**config.mk**
```make
export PLATFORM = sky130hd
export DESIGN_NAME = linear_freq_sweep_ctrl
export DESIGN_NICKNAME = d
export VERILOG_FILES = /design/src/hdl/sweep_pkg.sv /design/src/hdl/pin_sync.sv /design/src/hdl/ramp_timer.sv /design/src/hdl/linear_freq_sweep_ctrl.sv
export VERILOG_INCLUDE_DIRS = /design/src /design/src/hdl
export SDC_FILE = /design/constraint.sdc
export NUM_CORES = 1
export LEC_CHECK = 0
export BUFFER_PORTS_ARGS = -buffer_cell sky130_fd_sc_hd__buf_2
export CAP_MARGIN = 20
export CORE_MARGIN = 2
export CORE_UTILIZATION = 55
export CTS_BUF_LIST = sky130_fd_sc_hd__clkbuf_4 sky130_fd_sc_hd__clkbuf_8
export DETAILED_ROUTE_END_ITERATION = 12
export PLACE_DENSITY = 0.8
export SLEW_MARGIN = 15
export SYNTH_ARGS = -nofsm -noshare
export SYNTH_HDL_FRONTEND = slang
export SYNTH_SLANG_ARGS = --single-unit
```
**constraint.sdc**
```tcl
create_clock -name clk -period 4.5 [get_ports clk]
set_input_delay 1.35 -clock clk [delete_from_list [all_inputs] [get_ports clk]]
set_output_delay 1.35 -clock clk [all_outputs]
set_load 0.03 [all_outputs]
```
**src/hdl/sweep_consts.svh**
```systemverilog
`ifndef SWEEP_CONSTS_SVH
`define SWEEP_CONSTS_SVH

// Control word field positions.
`define CTRL_NO_DWELL_BIT    2
`define CTRL_CONT_CLR_PHASE  10
`define CTRL_CONT_CLR_FREQ   11
`define CTRL_AUTO_CLR_PHASE  13
`define CTRL_AUTO_CLR_FREQ   14
`define CTRL_TIMER_LOAD_UPD  15
`define CTRL_SWEEP_EN_BIT    21

// Widths and layout.
`define CTRL_WIDTH           32
`define FREQ_WIDTH           32
`define INTERVAL_WIDTH       8
`define PHASE_OFS_WIDTH      14
`define PHASE_ACC_WIDTH      32

// Reset values.
`define CTRL_RESET           32'h0000_0000
`define FREQ_RESET           32'h0000_0000
`define INTERVAL_RESET       8'h00
`define PHASE_OFS_RESET      14'h0000

// Timer terminal count.
`define TIMER_TERMINAL       1

// Synchronised pin lanes.
`define PIN_UPDATE           0
`define PIN_DIR              1
`define PIN_PROFILE_ONE      2
`define PIN_COUNT            3

`endif

```
**src/hdl/sweep_pkg.sv**
```systemverilog
package sweep_pkg;

	// Sweep sequencer states.
	typedef enum logic [1:0] {
		HOLD_LOW,
		RISE,
		HOLD_HIGH,
		FALL
	} sweep_state_e;

endpackage

```
**src/hdl/pin_sync.sv**
```systemverilog
`timescale 1ns/100ps
`default_nettype none

module pin_sync #(
	parameter int WIDTH = 3
) (
	input  wire logic             clk,
	input  wire logic             nrst,
	input  wire logic [WIDTH-1:0] pin,
	output logic      [WIDTH-1:0] level,
	output logic      [WIDTH-1:0] prev
);

	logic [WIDTH-1:0] meta;

	////////////////////////////////////////////////////////////////////////////
	// Two flops per lane guard against metastability; a third holds the
	// previous settled sample so edges come from two registered samples.
	genvar i;
	generate
		for (i = 0; i < WIDTH; i++) begin : g_lane
			always_ff @(posedge clk) begin
				if (!nrst) begin
					meta[i]  <= 1'b0;
					level[i] <= 1'b0;
					prev[i]  <= 1'b0;
				end else begin
					meta[i]  <= pin[i];
					level[i] <= meta[i];
					prev[i]  <= level[i];
				end
			end
		end
	endgenerate

endmodule

`default_nettype wire

```
**src/hdl/ramp_timer.sv**
```systemverilog
`timescale 1ns/100ps
`default_nettype none
`include "sweep_consts.svh"

module ramp_timer #(
	parameter int WIDTH = `INTERVAL_WIDTH
) (
	input  wire logic             clk,
	input  wire logic             nrst,
	input  wire logic             enable,
	input  wire logic             load,
	input  wire logic [WIDTH-1:0] load_value,
	output logic                  tick
);

	logic [WIDTH-1:0] count;
	logic             at_terminal;

	// A loaded value of zero never reaches the terminal count, so the timer
	// stays idle until it is loaded again.
	assign at_terminal = (count == WIDTH'(`TIMER_TERMINAL));
	assign tick        = enable && !load && at_terminal;

	////////////////////////////////////////////////////////////////////////////
	// Down-counter: a forced load wins, terminal count reloads, else count down.
	always_ff @(posedge clk) begin
		if (!nrst) begin
			count <= '0;
		end else if (!enable) begin
			count <= '0;
		end else if (load) begin
			count <= load_value;
		end else if (at_terminal) begin
			count <= load_value;
		end else if (count > WIDTH'(`TIMER_TERMINAL)) begin
			count <= count - WIDTH'(1);
		end
	end

endmodule

`default_nettype wire

```
**src/hdl/linear_freq_sweep_ctrl.sv**
```systemverilog
`timescale 1ns/100ps
`default_nettype none
`include "sweep_consts.svh"

// Function
// RQ1: Idle profile zero outputs lower frequency word.
// RQ2: No-dwell: direction rise starts rising sweep.
// RQ3: No-dwell: at top, return to lower, hold.
// RQ4: No-dwell: sweep up only, ignore falls.
// RQ5: Host keeps second profile pin low.
// RQ6: Direction rise: rising step, rising interval load.
// RQ7: Timer counts down to one, steps there.
// RQ8: Rise until upper word, then hold.
// RQ9: Direction fall: negated falling step, falling interval.
// RQ10: Fall until lower word, then hold.
// RQ11: At one, reload interval for current direction.
// RQ12: Any direction change forces timer load.
// RQ13: Update with load bit reloads timer.
// RQ14: Sweep enable rising loads timer by direction.
// RQ15: Auto-clear enables at bits 14, 13.
// RQ16: Continuous-clear enables at bits 11, 10.
// RQ17: Continuous clear holds accumulator at zero.
// RQ18: Auto-clear zeroes on update or profile change.
// RQ19: Clear-and-release repeats until bit cleared.
// RQ20: Frequency and phase clears act independently.
// RQ21: Add 14-bit phase offset after accumulator.
// RQ22: Control bit 21 enables linear sweep.
// RQ23: Only update pin rising edge transfers registers.
// RQ24: Host loads lower and upper words correctly.
// RQ25: Update pin sampled on clock rising edge.
// RQ26: Continuous clear beats auto-clear.
// RQ27: Direction edges from successive registered samples.
module linear_freq_sweep_ctrl (
	input  wire logic                          clk,
	input  wire logic                          nrst,
	input  wire logic                          update_pin,
	input  wire logic                          sweep_direction_pin,
	input  wire logic                          profile_one_pin,
	input  wire logic [`CTRL_WIDTH-1:0]        buf_control_function_reg_one,
	input  wire logic [`FREQ_WIDTH-1:0]        buf_lower_freq_word,
	input  wire logic [`FREQ_WIDTH-1:0]        buf_upper_freq_word,
	input  wire logic [`FREQ_WIDTH-1:0]        buf_rising_freq_step,
	input  wire logic [`FREQ_WIDTH-1:0]        buf_falling_freq_step,
	input  wire logic [`INTERVAL_WIDTH-1:0]    buf_rising_step_interval,
	input  wire logic [`INTERVAL_WIDTH-1:0]    buf_falling_step_interval,
	input  wire logic [`PHASE_OFS_WIDTH-1:0]   buf_phase_offset,
	output logic      [`FREQ_WIDTH-1:0]        freq_word,
	output logic      [`PHASE_OFS_WIDTH-1:0]   phase_word,
	output logic                               sweeping,
	output logic                               sweep_enabled
);

	////////////////////////////////////////////////////////////////////////////
	// Declarations.
	logic [`PIN_COUNT-1:0]        pin_level;
	logic [`PIN_COUNT-1:0]        pin_prev;
	logic                         update_rise;
	logic                         dir;
	logic                         dir_rise;
	logic                         dir_fall;
	logic                         profile_change;
	logic                         clear_event;

	logic [`CTRL_WIDTH-1:0]       control_function_reg_one;
	logic [`FREQ_WIDTH-1:0]       lower_freq_word;
	logic [`FREQ_WIDTH-1:0]       upper_freq_word;
	logic [`FREQ_WIDTH-1:0]       rising_freq_step;
	logic [`FREQ_WIDTH-1:0]       falling_freq_step;
	logic [`INTERVAL_WIDTH-1:0]   rising_step_interval_reg;
	logic [`INTERVAL_WIDTH-1:0]   falling_step_interval_reg;
	logic [`PHASE_OFS_WIDTH-1:0]  phase_offset;

	logic                         sweep_en;
	logic                         sweep_en_q;
	logic                         sweep_en_rise;
	logic                         no_dwell;
	logic                         load_on_update;
	logic                         auto_clr_freq;
	logic                         auto_clr_phase;
	logic                         cont_clr_freq;
	logic                         cont_clr_phase;

	logic                         timer_load;
	logic [`INTERVAL_WIDTH-1:0]   timer_value;
	logic                         step_tick;

	sweep_pkg::sweep_state_e      state;
	logic [`FREQ_WIDTH:0]         rise_sum;
	logic [`FREQ_WIDTH:0]         fall_diff;
	logic                         rise_reached;
	logic                         fall_reached;
	logic                         freq_zero;
	logic                         phase_zero;
	logic [`PHASE_ACC_WIDTH-1:0]  phase_acc;

	// Pick one control bit out of the live control word.
	function automatic logic ctrl_bit(
		input logic [`CTRL_WIDTH-1:0] word,
		input int                     pos
	);
		ctrl_bit = word[pos];
	endfunction

	////////////////////////////////////////////////////////////////////////////
	// Pin synchronisers: the pins come from the host's domain.
	// Lanes pack update, direction and profile one, low bit first.
	pin_sync #(
		.WIDTH (`PIN_COUNT)
	) u_pin_sync (
		.clk   (clk),
		.nrst  (nrst),
		.pin   ({profile_one_pin, sweep_direction_pin, update_pin}),
		.level (pin_level),
		.prev  (pin_prev)
	);

	// Edges compare two settled samples, never the first synchroniser flop.
	// A level held under one period may slip past unseen.
	assign update_rise    = pin_level[`PIN_UPDATE] && !pin_prev[`PIN_UPDATE]; // [RQ25]
	assign dir            = pin_level[`PIN_DIR];
	assign dir_rise       = dir && !pin_prev[`PIN_DIR];   // [RQ27]
	assign dir_fall       = !dir && pin_prev[`PIN_DIR];   // [RQ27]
	assign profile_change = (dir != pin_prev[`PIN_DIR]) ||
		(pin_level[`PIN_PROFILE_ONE] != pin_prev[`PIN_PROFILE_ONE]);
	// Either source alone fires the clear-and-release pulse.
	assign clear_event    = update_rise || profile_change;

	////////////////////////////////////////////////////////////////////////////
	// Register transfer from the host's buffers. A direction toggle never
	// causes a transfer; only the update pin edge does.
	always_ff @(posedge clk) begin
		if (!nrst) begin
			control_function_reg_one  <= `CTRL_RESET;
			lower_freq_word           <= `FREQ_RESET;
			upper_freq_word           <= `FREQ_RESET;
			rising_freq_step          <= `FREQ_RESET;
			falling_freq_step         <= `FREQ_RESET;
			rising_step_interval_reg  <= `INTERVAL_RESET;
			falling_step_interval_reg <= `INTERVAL_RESET;
			phase_offset              <= `PHASE_OFS_RESET;
		end else if (update_rise) begin // [RQ23]
			control_function_reg_one  <= buf_control_function_reg_one;
			lower_freq_word           <= buf_lower_freq_word;
			upper_freq_word           <= buf_upper_freq_word;
			rising_freq_step          <= buf_rising_freq_step;
			falling_freq_step         <= buf_falling_freq_step;
			rising_step_interval_reg  <= buf_rising_step_interval;
			falling_step_interval_reg <= buf_falling_step_interval;
			phase_offset              <= buf_phase_offset;
		end
	end

	// Control fields decoded from the active control word.
	// The old word decides clear and timer reload on its own
	// transfer edge; the new bits apply from the next cycle.
	assign sweep_en       = ctrl_bit(control_function_reg_one, `CTRL_SWEEP_EN_BIT);   // [RQ22]
	assign no_dwell       = ctrl_bit(control_function_reg_one, `CTRL_NO_DWELL_BIT);
	assign load_on_update = ctrl_bit(control_function_reg_one, `CTRL_TIMER_LOAD_UPD);
	assign auto_clr_freq  = ctrl_bit(control_function_reg_one, `CTRL_AUTO_CLR_FREQ);  // [RQ15]
	assign auto_clr_phase = ctrl_bit(control_function_reg_one, `CTRL_AUTO_CLR_PHASE); // [RQ15]
	assign cont_clr_freq  = ctrl_bit(control_function_reg_one, `CTRL_CONT_CLR_FREQ);  // [RQ16]
	assign cont_clr_phase = ctrl_bit(control_function_reg_one, `CTRL_CONT_CLR_PHASE); // [RQ16]

	////////////////////////////////////////////////////////////////////////////
	// Sweep enable edge tracking.
	always_ff @(posedge clk) begin
		if (!nrst) begin
			sweep_en_q <= 1'b0;
		end else begin
			sweep_en_q <= sweep_en;
		end
	end

	assign sweep_en_rise = sweep_en && !sweep_en_q;

	////////////////////////////////////////////////////////////////////////////
	// Ramp timer. After an edge the pin level already equals the new
	// direction, so one level-based choice covers every load source. The
	// interval used is the one in force; a value arriving with the same
	// update edge applies from the next load.
	// A zero interval leaves the timer idle, so no step is taken.
	assign timer_value = dir ? rising_step_interval_reg     // [RQ6] [RQ11]
	                         : falling_step_interval_reg;   // [RQ9] [RQ11]
	assign timer_load  = sweep_en_rise ||                   // [RQ14]
		(sweep_en && (dir_rise || dir_fall)) ||              // [RQ12]
		(sweep_en && load_on_update && update_rise);         // [RQ13]

	ramp_timer #(
		.WIDTH (`INTERVAL_WIDTH)
	) u_ramp_timer (
		.clk        (clk),
		.nrst       (nrst),
		.enable     (sweep_en),
		.load       (timer_load),
		.load_value (timer_value),
		.tick       (step_tick) // [RQ7]
	);

	////////////////////////////////////////////////////////////////////////////
	// Step arithmetic with a spare bit. A step that would pass the terminal
	// word is clamped to it (a no-dwell rise drops to the lower word instead),
	// so a step that does not divide the span evenly still ends exactly on the terminal frequency.
	// The spare bit catches a wrap past the top of the range.
	assign rise_sum     = {1'b0, freq_word} + {1'b0, rising_freq_step};
	assign fall_diff    = {1'b0, freq_word} - {1'b0, falling_freq_step};
	assign rise_reached = rise_sum >= {1'b0, upper_freq_word};             // [RQ8]
	assign fall_reached = fall_diff[`FREQ_WIDTH] ||
		(fall_diff[`FREQ_WIDTH-1:0] <= lower_freq_word);                   // [RQ10]

	// Continuous clear outranks the clear-and-release pulse.
	assign freq_zero  = cont_clr_freq ||                                    // [RQ17] [RQ26]
		(auto_clr_freq && clear_event);                                     // [RQ18] [RQ19]
	assign phase_zero = cont_clr_phase ||                                   // [RQ17] [RQ26] [RQ20]
		(auto_clr_phase && clear_event);                                    // [RQ18] [RQ19] [RQ20]

	////////////////////////////////////////////////////////////////////////////
	// Sweep sequencer state.
	// No-dwell ignores falling edges and drops from the top
	// straight to hold-low. Disabling the sweep or a continuous frequency
	// clear parks it in hold-low as well, so that no stale ramp
	// resumes once the cause has gone.
	always_ff @(posedge clk) begin
		if (!nrst) begin
			state <= sweep_pkg::HOLD_LOW;
		end else if (!sweep_en || cont_clr_freq) begin
			state <= sweep_pkg::HOLD_LOW;
		end else if (sweep_en_rise) begin
			state <= dir ? sweep_pkg::RISE : sweep_pkg::HOLD_LOW;
		end else if (dir_rise) begin
			state <= sweep_pkg::RISE;                                   // [RQ2] [RQ6]
		end else if (dir_fall && !no_dwell) begin
			state <= sweep_pkg::FALL;                                   // [RQ9] [RQ4]
		end else if (step_tick) begin
			case (state)
				sweep_pkg::RISE: begin
					if (rise_reached) begin
						state <= no_dwell ? sweep_pkg::HOLD_LOW     // [RQ3]
						                  : sweep_pkg::HOLD_HIGH;   // [RQ8]
					end
				end
				sweep_pkg::FALL: begin
					if (fall_reached) begin
						state <= sweep_pkg::HOLD_LOW;               // [RQ10]
					end
				end
				sweep_pkg::HOLD_LOW: begin
					state <= sweep_pkg::HOLD_LOW;
				end
				sweep_pkg::HOLD_HIGH: begin
					state <= sweep_pkg::HOLD_HIGH;
				end
				default: begin
					state <= sweep_pkg::HOLD_LOW;
				end
			endcase
		end
	end

	////////////////////////////////////////////////////////////////////////////
	// Frequency accumulator. Outside sweep the lower word is the tone; a
	// clear forces zero for as long as it lasts; after an auto-clear pulse a
	// rising ramp steps on from zero and a falling one drops to the lower word at its next step, but a continuous clear parks it in hold-low.
	// The clear is tested first so that it beats every source.
	always_ff @(posedge clk) begin
		if (!nrst) begin
			freq_word <= `FREQ_RESET;
		end else if (freq_zero) begin
			freq_word <= `FREQ_RESET;                                   // [RQ17] [RQ18]
		end else if (!sweep_en) begin
			freq_word <= lower_freq_word;                               // [RQ1]
		end else if (sweep_en_rise) begin
			freq_word <= lower_freq_word;
		end else if (step_tick) begin
			case (state)
				sweep_pkg::RISE: begin
					if (rise_reached) begin
						freq_word <= no_dwell ? lower_freq_word     // [RQ3]
						                      : upper_freq_word;    // [RQ8]
					end else begin
						freq_word <= rise_sum[`FREQ_WIDTH-1:0];     // [RQ6]
					end
				end
				sweep_pkg::FALL: begin
					if (fall_reached) begin
						freq_word <= lower_freq_word;               // [RQ10]
					end else begin
						freq_word <= fall_diff[`FREQ_WIDTH-1:0];    // [RQ9]
					end
				end
				sweep_pkg::HOLD_LOW: begin
					freq_word <= freq_word;
				end
				sweep_pkg::HOLD_HIGH: begin
					freq_word <= freq_word;
				end
				default: begin
					freq_word <= freq_word;
				end
			endcase
		end
	end

	////////////////////////////////////////////////////////////////////////////
	// Phase accumulator runs on the frequency word, independent of the
	// frequency clear apart from the word it adds.
	// Only the top bits reach the output; the rest is resolution.
	always_ff @(posedge clk) begin
		if (!nrst) begin
			phase_acc <= '0;
		end else if (phase_zero) begin
			phase_acc <= '0;                                            // [RQ20]
		end else begin
			phase_acc <= phase_acc + freq_word;
		end
	end

	// Offset is added to the accumulator's top bits; the sum wraps, as a
	// phase should.
	always_ff @(posedge clk) begin
		if (!nrst) begin
			phase_word <= `PHASE_OFS_RESET;
		end else begin
			phase_word <= phase_acc[`PHASE_ACC_WIDTH-1 -: `PHASE_OFS_WIDTH] +
				phase_offset;                                           // [RQ21]
		end
	end

	////////////////////////////////////////////////////////////////////////////
	// Status flops.
	// Both flags lag one cycle, the price of outputs taken from flops.
	always_ff @(posedge clk) begin
		if (!nrst) begin
			sweeping      <= 1'b0;
			sweep_enabled <= 1'b0;
		end else begin
			sweeping      <= (state == sweep_pkg::RISE) || (state == sweep_pkg::FALL);
			sweep_enabled <= sweep_en;
		end
	end

endmodule

`default_nettype wire

```
; Word level (Yosys, flattened, before mapping)
; Cells that the tools add are included.
[word_totals]
reg_bits = 279
output_inout_bits = 48
[classes]
add_sub_neg = 5
magnitude_cmp = 3
eq_ne = 10
mux = 20
bitwise_logic = 1
reduce_logical = 39
[ops]
columns = op, n
row1 = 2-to-1 mux 32 bit, 6
row2 = case mux 32 bit (2 select lines), 1
row3 = adder 32 x 32 -> 33 bit, 1
row4 = >= comparator 33 x 32 -> 1 bit, 1
row5 = subtractor 32 x 32 -> 33 bit, 1
row6 = adder 32 bit, 1
row7 = less-or-equal comparator 32 bit, 1
row8 = 2-to-1 mux 8 bit, 4
row9 = adder 14 bit, 1
row10 = 2-to-1 mux 2 bit, 7
row11 = logical AND 1 bit, 12
row12 = logical OR 1 bit, 10
row13 = inequality test 5 bit (second input constant), 2
row14 = equality test 8 x 1 -> 1 bit (second input constant), 1
row15 = greater-than comparator 8 x 1 -> 1 bit (second input constant), 1
row16 = case mux 2 bit (4 select lines), 1
row17 = OR reduction 2 bit, 4
row18 = subtractor 8 x 1 -> 8 bit (second input constant), 1
row19 = logical NOT 1 bit, 7
row20 = equality test 2 bit (second input constant), 2
row21 = AND reduction 2 bit, 2
row22 = nonzero test 4 bit, 1
row23 = inequality test 3 x 1 -> 1 bit (second input constant), 1
row24 = inequality test 3 x 2 -> 1 bit (second input constant), 1
row25 = other kinds (7), 8

; Longest topological paths before layout
[logic_depth]
ltp_word = 13
mapped_depth = 26
depth_no_buf = 24

; Modules after synthesis
; Synthesis repeated with hierarchy kept, for this count alone.
[hier_totals]
cells_unflattened = 2238
area_unflattened_um2 = 17653.2
[by_module_without_submodules]
columns = mod, instances, cells_per_inst, area_each_um2, seq_area_each_um2
row1 = linear_freq_sweep_ctrl, 1, 2162, 16872.4, 4944.7
row2 = ramp_timer, 1, 58, 544.3, 160.2
row3 = pin_sync, 1, 18, 236.5, 180.2

; Least setup slack after synthesis
; OpenSTA, ideal clock, no wires.
[synth_path]
kind = flip-flop to flip-flop
startpoint = reg freq_word[0]
endpoint = reg freq_word[21]
arrival_time_ps = 4817
required_ps = 4383
setup_slack_ps = -434
path_stages_with_launch = 25
synth_period_minus_slack_ps = 4934
path_cell_list = dfxtp_1 > inv_1 > ha_1 > inv_1 > fa_1 > a211oi_1 > o211ai_1 > a22oi_2 > o21a_4 > o21ai_4 > a21o_1 > a21oi_1 > xor2_1 > inv_1 > ha_1 > nand4_1 > nor4_1 > nor3b_1 > a21oi_1 > a211o_1 > or2_1 > buf_6 > nor3_4 > a221oi_1 > a22o_1
[synth_via]
elab_chain_cells = 8
word_cells_on_any_way = 11
cone_classes = add/sub: 2 / order compare: 2 / mux: 6 / reduce/logical: 1
[synth_rtl]
columns = element, line_no
row1 = "start, declared", linear_freq_sweep_ctrl.sv:47  ; output logic [`FREQ_WIDTH-1:0] freq_word,
row2 = "start signal, assigned", linear_freq_sweep_ctrl.sv:266  ; freq_word <= `FREQ_RESET;
row3 = "start signal, assigned", linear_freq_sweep_ctrl.sv:268  ; freq_word <= `FREQ_RESET;
row4 = "start signal, assigned", linear_freq_sweep_ctrl.sv:270  ; freq_word <= lower_freq_word;
row5 = subtractor 32 x 32 -> 33 bit, linear_freq_sweep_ctrl.sv:205  ; assign fall_diff = {1'b0, freq_word} - {1'b0, falling_freq_step};
row6 = less-or-equal comparator 32 bit, linear_freq_sweep_ctrl.sv:208  ; (fall_diff[`FREQ_WIDTH-1:0] <= lower_freq_word);
row7 = logical OR 1 bit, linear_freq_sweep_ctrl.sv:207  ; assign fall_reached = fall_diff[`FREQ_WIDTH] ||
row8 = 2-to-1 mux 32 bit, linear_freq_sweep_ctrl.sv:284  ; if (fall_reached) begin
row9 = case mux 32 bit (2 select lines) (*), linear_freq_sweep_ctrl.sv:274  ; case (state)
row10 = 2-to-1 mux 32 bit (*), linear_freq_sweep_ctrl.sv:273  ; end else if (step_tick) begin
row11 = 2-to-1 mux 32 bit (*), linear_freq_sweep_ctrl.sv:271  ; end else if (sweep_en_rise) begin
row12 = 2-to-1 mux 32 bit (*), linear_freq_sweep_ctrl.sv:269  ; end else if (!sweep_en) begin
; Every way passes the cells marked *; elsewhere a longest branch is shown, timed or not. The select of a mux whose other input is x is not followed.
; A chain may end at the register's enable or synchronous reset.

; Final worst setup path
[layout_path]
startpoint = reg freq_word[0]
endpoint = reg freq_word[7]
; The elaborated chain is that of the path after synthesis.

==> out/metrics.json <==
{
  "run_status": "finished with violations",
  "violations": "negative setup slack",
  "syn-num-nets": 2624,
  "hold_viol_final": 0,
  "dp_hpwl_um": 42100,
  "clk_path_buf_depth": 3,
  "rsz0062_at_grt": "true",
  "io_pins": 243,
  "finalSetupViolCount": 34,
  "finalWirelength_um": 56400,
  "port_buffers": 217,
  "ys_top_cells_by_area": "sky130_fd_sc_hd__dfxtp_1, sky130_fd_sc_hd__ha_1, sky130_fd_sc_hd__nand2_1",
  "vdd_ir_drop_max_uv": 219,
  "globalRoute.totalOverflow": 0,
  "drive_above_1_share_pct": 25.4,
  "post_synth_top_area_share_pct": 30.0,
  "timing.critical_path.arrival_ns": 5.47,
  "wire_length_of_the_first_global_routing_pass_um": 88800,
  "synthesis.instances": 2249,
  "multi_input_area_um2": 11900,
  "power.leakage_uw": 0.0102,
  "track_usage_pct": 33.1,
  "synth_cell_types": 77,
  "period_share_pct": 111,
  "largest_net_degree_at_the_start_of_global_routing": 113,
  "cts_tree": "done",
  "routed_wire_length_per_instance_um": 18.2,
  "setup-tns-final_ns": -15.18,
  "post-synth-top-count-cell": "sky130_fd_sc_hd__nand2_1",
  "antenna-diode-count": 0,
  "initial_utilization_pct": 55.8,
  "clk_lat_worst_skew_ns": 0.60,
  "cp_data_required_time_ns": 4.95,
  "dr_vias": 18000,
  "die_x_um": 183,
  "cts-hold-fix-buffers": 0,
  "layout-area-overhead-vs-synth_pct": 27.9,
  "cts-root-buf": "sky130_fd_sc_hd__clkbuf_8",
  "number_of_antenna_violations_at_the_first_check_in_global_routing": 0,
  "async_reset_ff_share_pct": 0,
  "area.sequential_um2": 5310,
  "avgSynthCellArea_um2": 7.83,
  "fin_worst_skew_ns": 0.0340,
  "final_max_slew_viol_count": 0,
  "drt_first_pass_iters": 6,
  "ys_top_cells_by_count": "sky130_fd_sc_hd__nand2_1, sky130_fd_sc_hd__dfxtp_1, sky130_fd_sc_hd__ha_1",
  "ant_nets": 0,
  "setup.worst_path.start_class": "flip-flop",
  "maximum_frequency_from_static_timing_analysis_ghz": 0.199,
  "totalPowerFinal_uw": 7190,
  "timing.slew.headroom_pct": 31.3,
  "grt_pass1_vias": 17400,
  "detail_route.drc_violations": 0,
  "fillers": 2588,
  "post_synth_edffs": 0,
  "nNetsFinal": 3047,
  "clock_pin_slew_on_the_worst_setup_and_hold_paths_ns": 0.07,
  "fp.dieH_um": 183,
  "max_cap_violations": 0,
  "drt-initial-drc-count": 1156,
  "cts_sink_cnt": 264,
  "crit_fanout": 7,
  "cts-buffers-inserted": 46,
  "end_kind": "flip-flop",
  "ys_seq_elements": 264,
  "critPathKind": "flip-flop to flip-flop",
  "ys.warnings.count": 0,
  "drt-vias-per-instance": 5.78,
  "htree_num_levels": 2,
  "netlist.top_cell.by_area": "sky130_fd_sc_hd__dfxtp_1",
  "mappedNetlistArea_um2": 17600,
  "utilization_pct": 71.4,
  "cellPowerDensity_nw_per_um2": 319,
  "synth_flop_cell": "sky130_fd_sc_hd__dfxtp_1",
  "dieArea_um2": 33500,
  "worstHoldPathType": "flip-flop to flip-flop",
  "ys_seq_area_share_pct": 30.0,
  "floorplan.core_area_um2": 31600,
  "worst_pin_slew_ns": 1.03,
  "layout_min_cycle_time_ns": 5.01,
  "timing.final.ws_setup_ns": -0.513,
  "gp_congestion": 0.955,
  "core.rowCount": 65
}
[power by group]
part           internal (uW)  switching (uW)  leakage [uW]  total [uW]
clock                   1410            1070      0.000548        2490
sequential              2410            63.4       0.00215        2470
combinational           1090            1140       0.00745        2230
[per-layer routing]
layer,GRT usage [%],part of all wire [%],vias to the layer above
li1,-,-,8736
met1,41.4,41,8290
met2,55.6,46,739
met3,4.81,6.5,201
met4,17.3,5.8,0
met5,0,0,-
[cells by family (layout without fill, tap and decap cells)]
group	count (synthesis)	in the layout	synth area share, %
AND/OR/NAND/NOR	778	778	19.3
XOR/XNOR	100	100	4.97
adder cells (fa/ha/maj)	180	180	13.0
buffers and inverters	246	703	5.43
AO/OA/AOI/OAI	654	654	25.7
flip-flops	264	264	30.0
multiplexers	27	27	1.67
[cells in the final DEF, fill, tap and decap left out, drive strengths merged, types with 20 or more instances in the layout]
cell	n
buf	483
nand2	433
dfxtp	264
ha	176
a21boi	169
inv	140
nor2	137
a21oi	136
o21ai	87
clkbuf	72
xnor2	58
a21o	48
nor3	44
xor2	42
a211oi	35
nand3	33
and2	26
nand4	26
o211ai	25
o221ai	20
nand2b	20
nor2b	20
a31oi	20
[per-stage QoR]
step / area (um2) / instances / hold WS (ns) / setup slack, ns
floorplan: 17700 / 2249 / 0.412 / -0.0478
global placement: 20700 / 2998 / 0.415 / -0.542
detailed placement: 20700 / 2998 / 0.426 / -0.706
CTS: 22300 / 3102 / 0.439 / -0.383
global route: 22500 / 3108 / 0.456 / -0.776
finish: 22500 / 3108 / 0.434 / -0.513
[final cells by class]
| cell class | instances | share of cell area (%) |
|---|---|---|
| Multi-Input combinational cell | 1739 | 52.6 |
| Sequential cell | 264 | 23.6 |
| Timing Repair Buffer | 483 | 14.6 |
| Clock buffer | 72 | 4.04 |
| Inverter | 138 | 2.31 |
| Tap cell | 402 | 2.23 |
| Clock inverter | 10 | 0.583 |
[worst paths after layout]
path	start	end	slack, ns	cells past startpoint
max	freq_word[0]	freq_word[7]	-0.51	24
min	u_pin_sync.meta[1]	u_pin_sync.level[1]	0.43	1
max reg2reg	freq_word[0]	freq_word[7]	-0.51	24
min reg2reg	u_pin_sync.meta[1]	u_pin_sync.level[1]	0.43	1
[critical path, stage by stage (launching register included)]
cell and delay (ns):
sky130_fd_sc_hd__dfxtp_4 0.36, sky130_fd_sc_hd__ha_4 0.16, sky130_fd_sc_hd__fa_2 0.39, sky130_fd_sc_hd__a211oi_2 0.26, sky130_fd_sc_hd__o211ai_1 0.17, sky130_fd_sc_hd__nand3_2 0.17, sky130_fd_sc_hd__a21oi_4 0.08, sky130_fd_sc_hd__o21bai_1 0.22
sky130_fd_sc_hd__a21boi_1 0.09, sky130_fd_sc_hd__o22a_1 0.20, sky130_fd_sc_hd__xnor2_2 0.15, sky130_fd_sc_hd__ha_1 0.33, sky130_fd_sc_hd__nand4_1 0.11, sky130_fd_sc_hd__or3_4 0.16, sky130_fd_sc_hd__nor4_4 0.04, sky130_fd_sc_hd__a221o_1 0.37
sky130_fd_sc_hd__o31ai_2 0.26, sky130_fd_sc_hd__buf_4 0.16, sky130_fd_sc_hd__nand4_1 0.12, sky130_fd_sc_hd__a31oi_4 0.26, sky130_fd_sc_hd__buf_12 0.17, sky130_fd_sc_hd__buf_16 0.14, sky130_fd_sc_hd__mux2_4 0.31, sky130_fd_sc_hd__o22ai_2 0.11
sky130_fd_sc_hd__nor2_1 0.08
[timing repair]
item | in CTS | in global routing
endpoints found under the setup margin | 34 | 34
pin swaps | 42 | 17
resized for setup | 83 | 31
buffers inserted | 20 | 4
cloned | 2 | 0
Note: power is estimated with default switching activity, not from simulation.
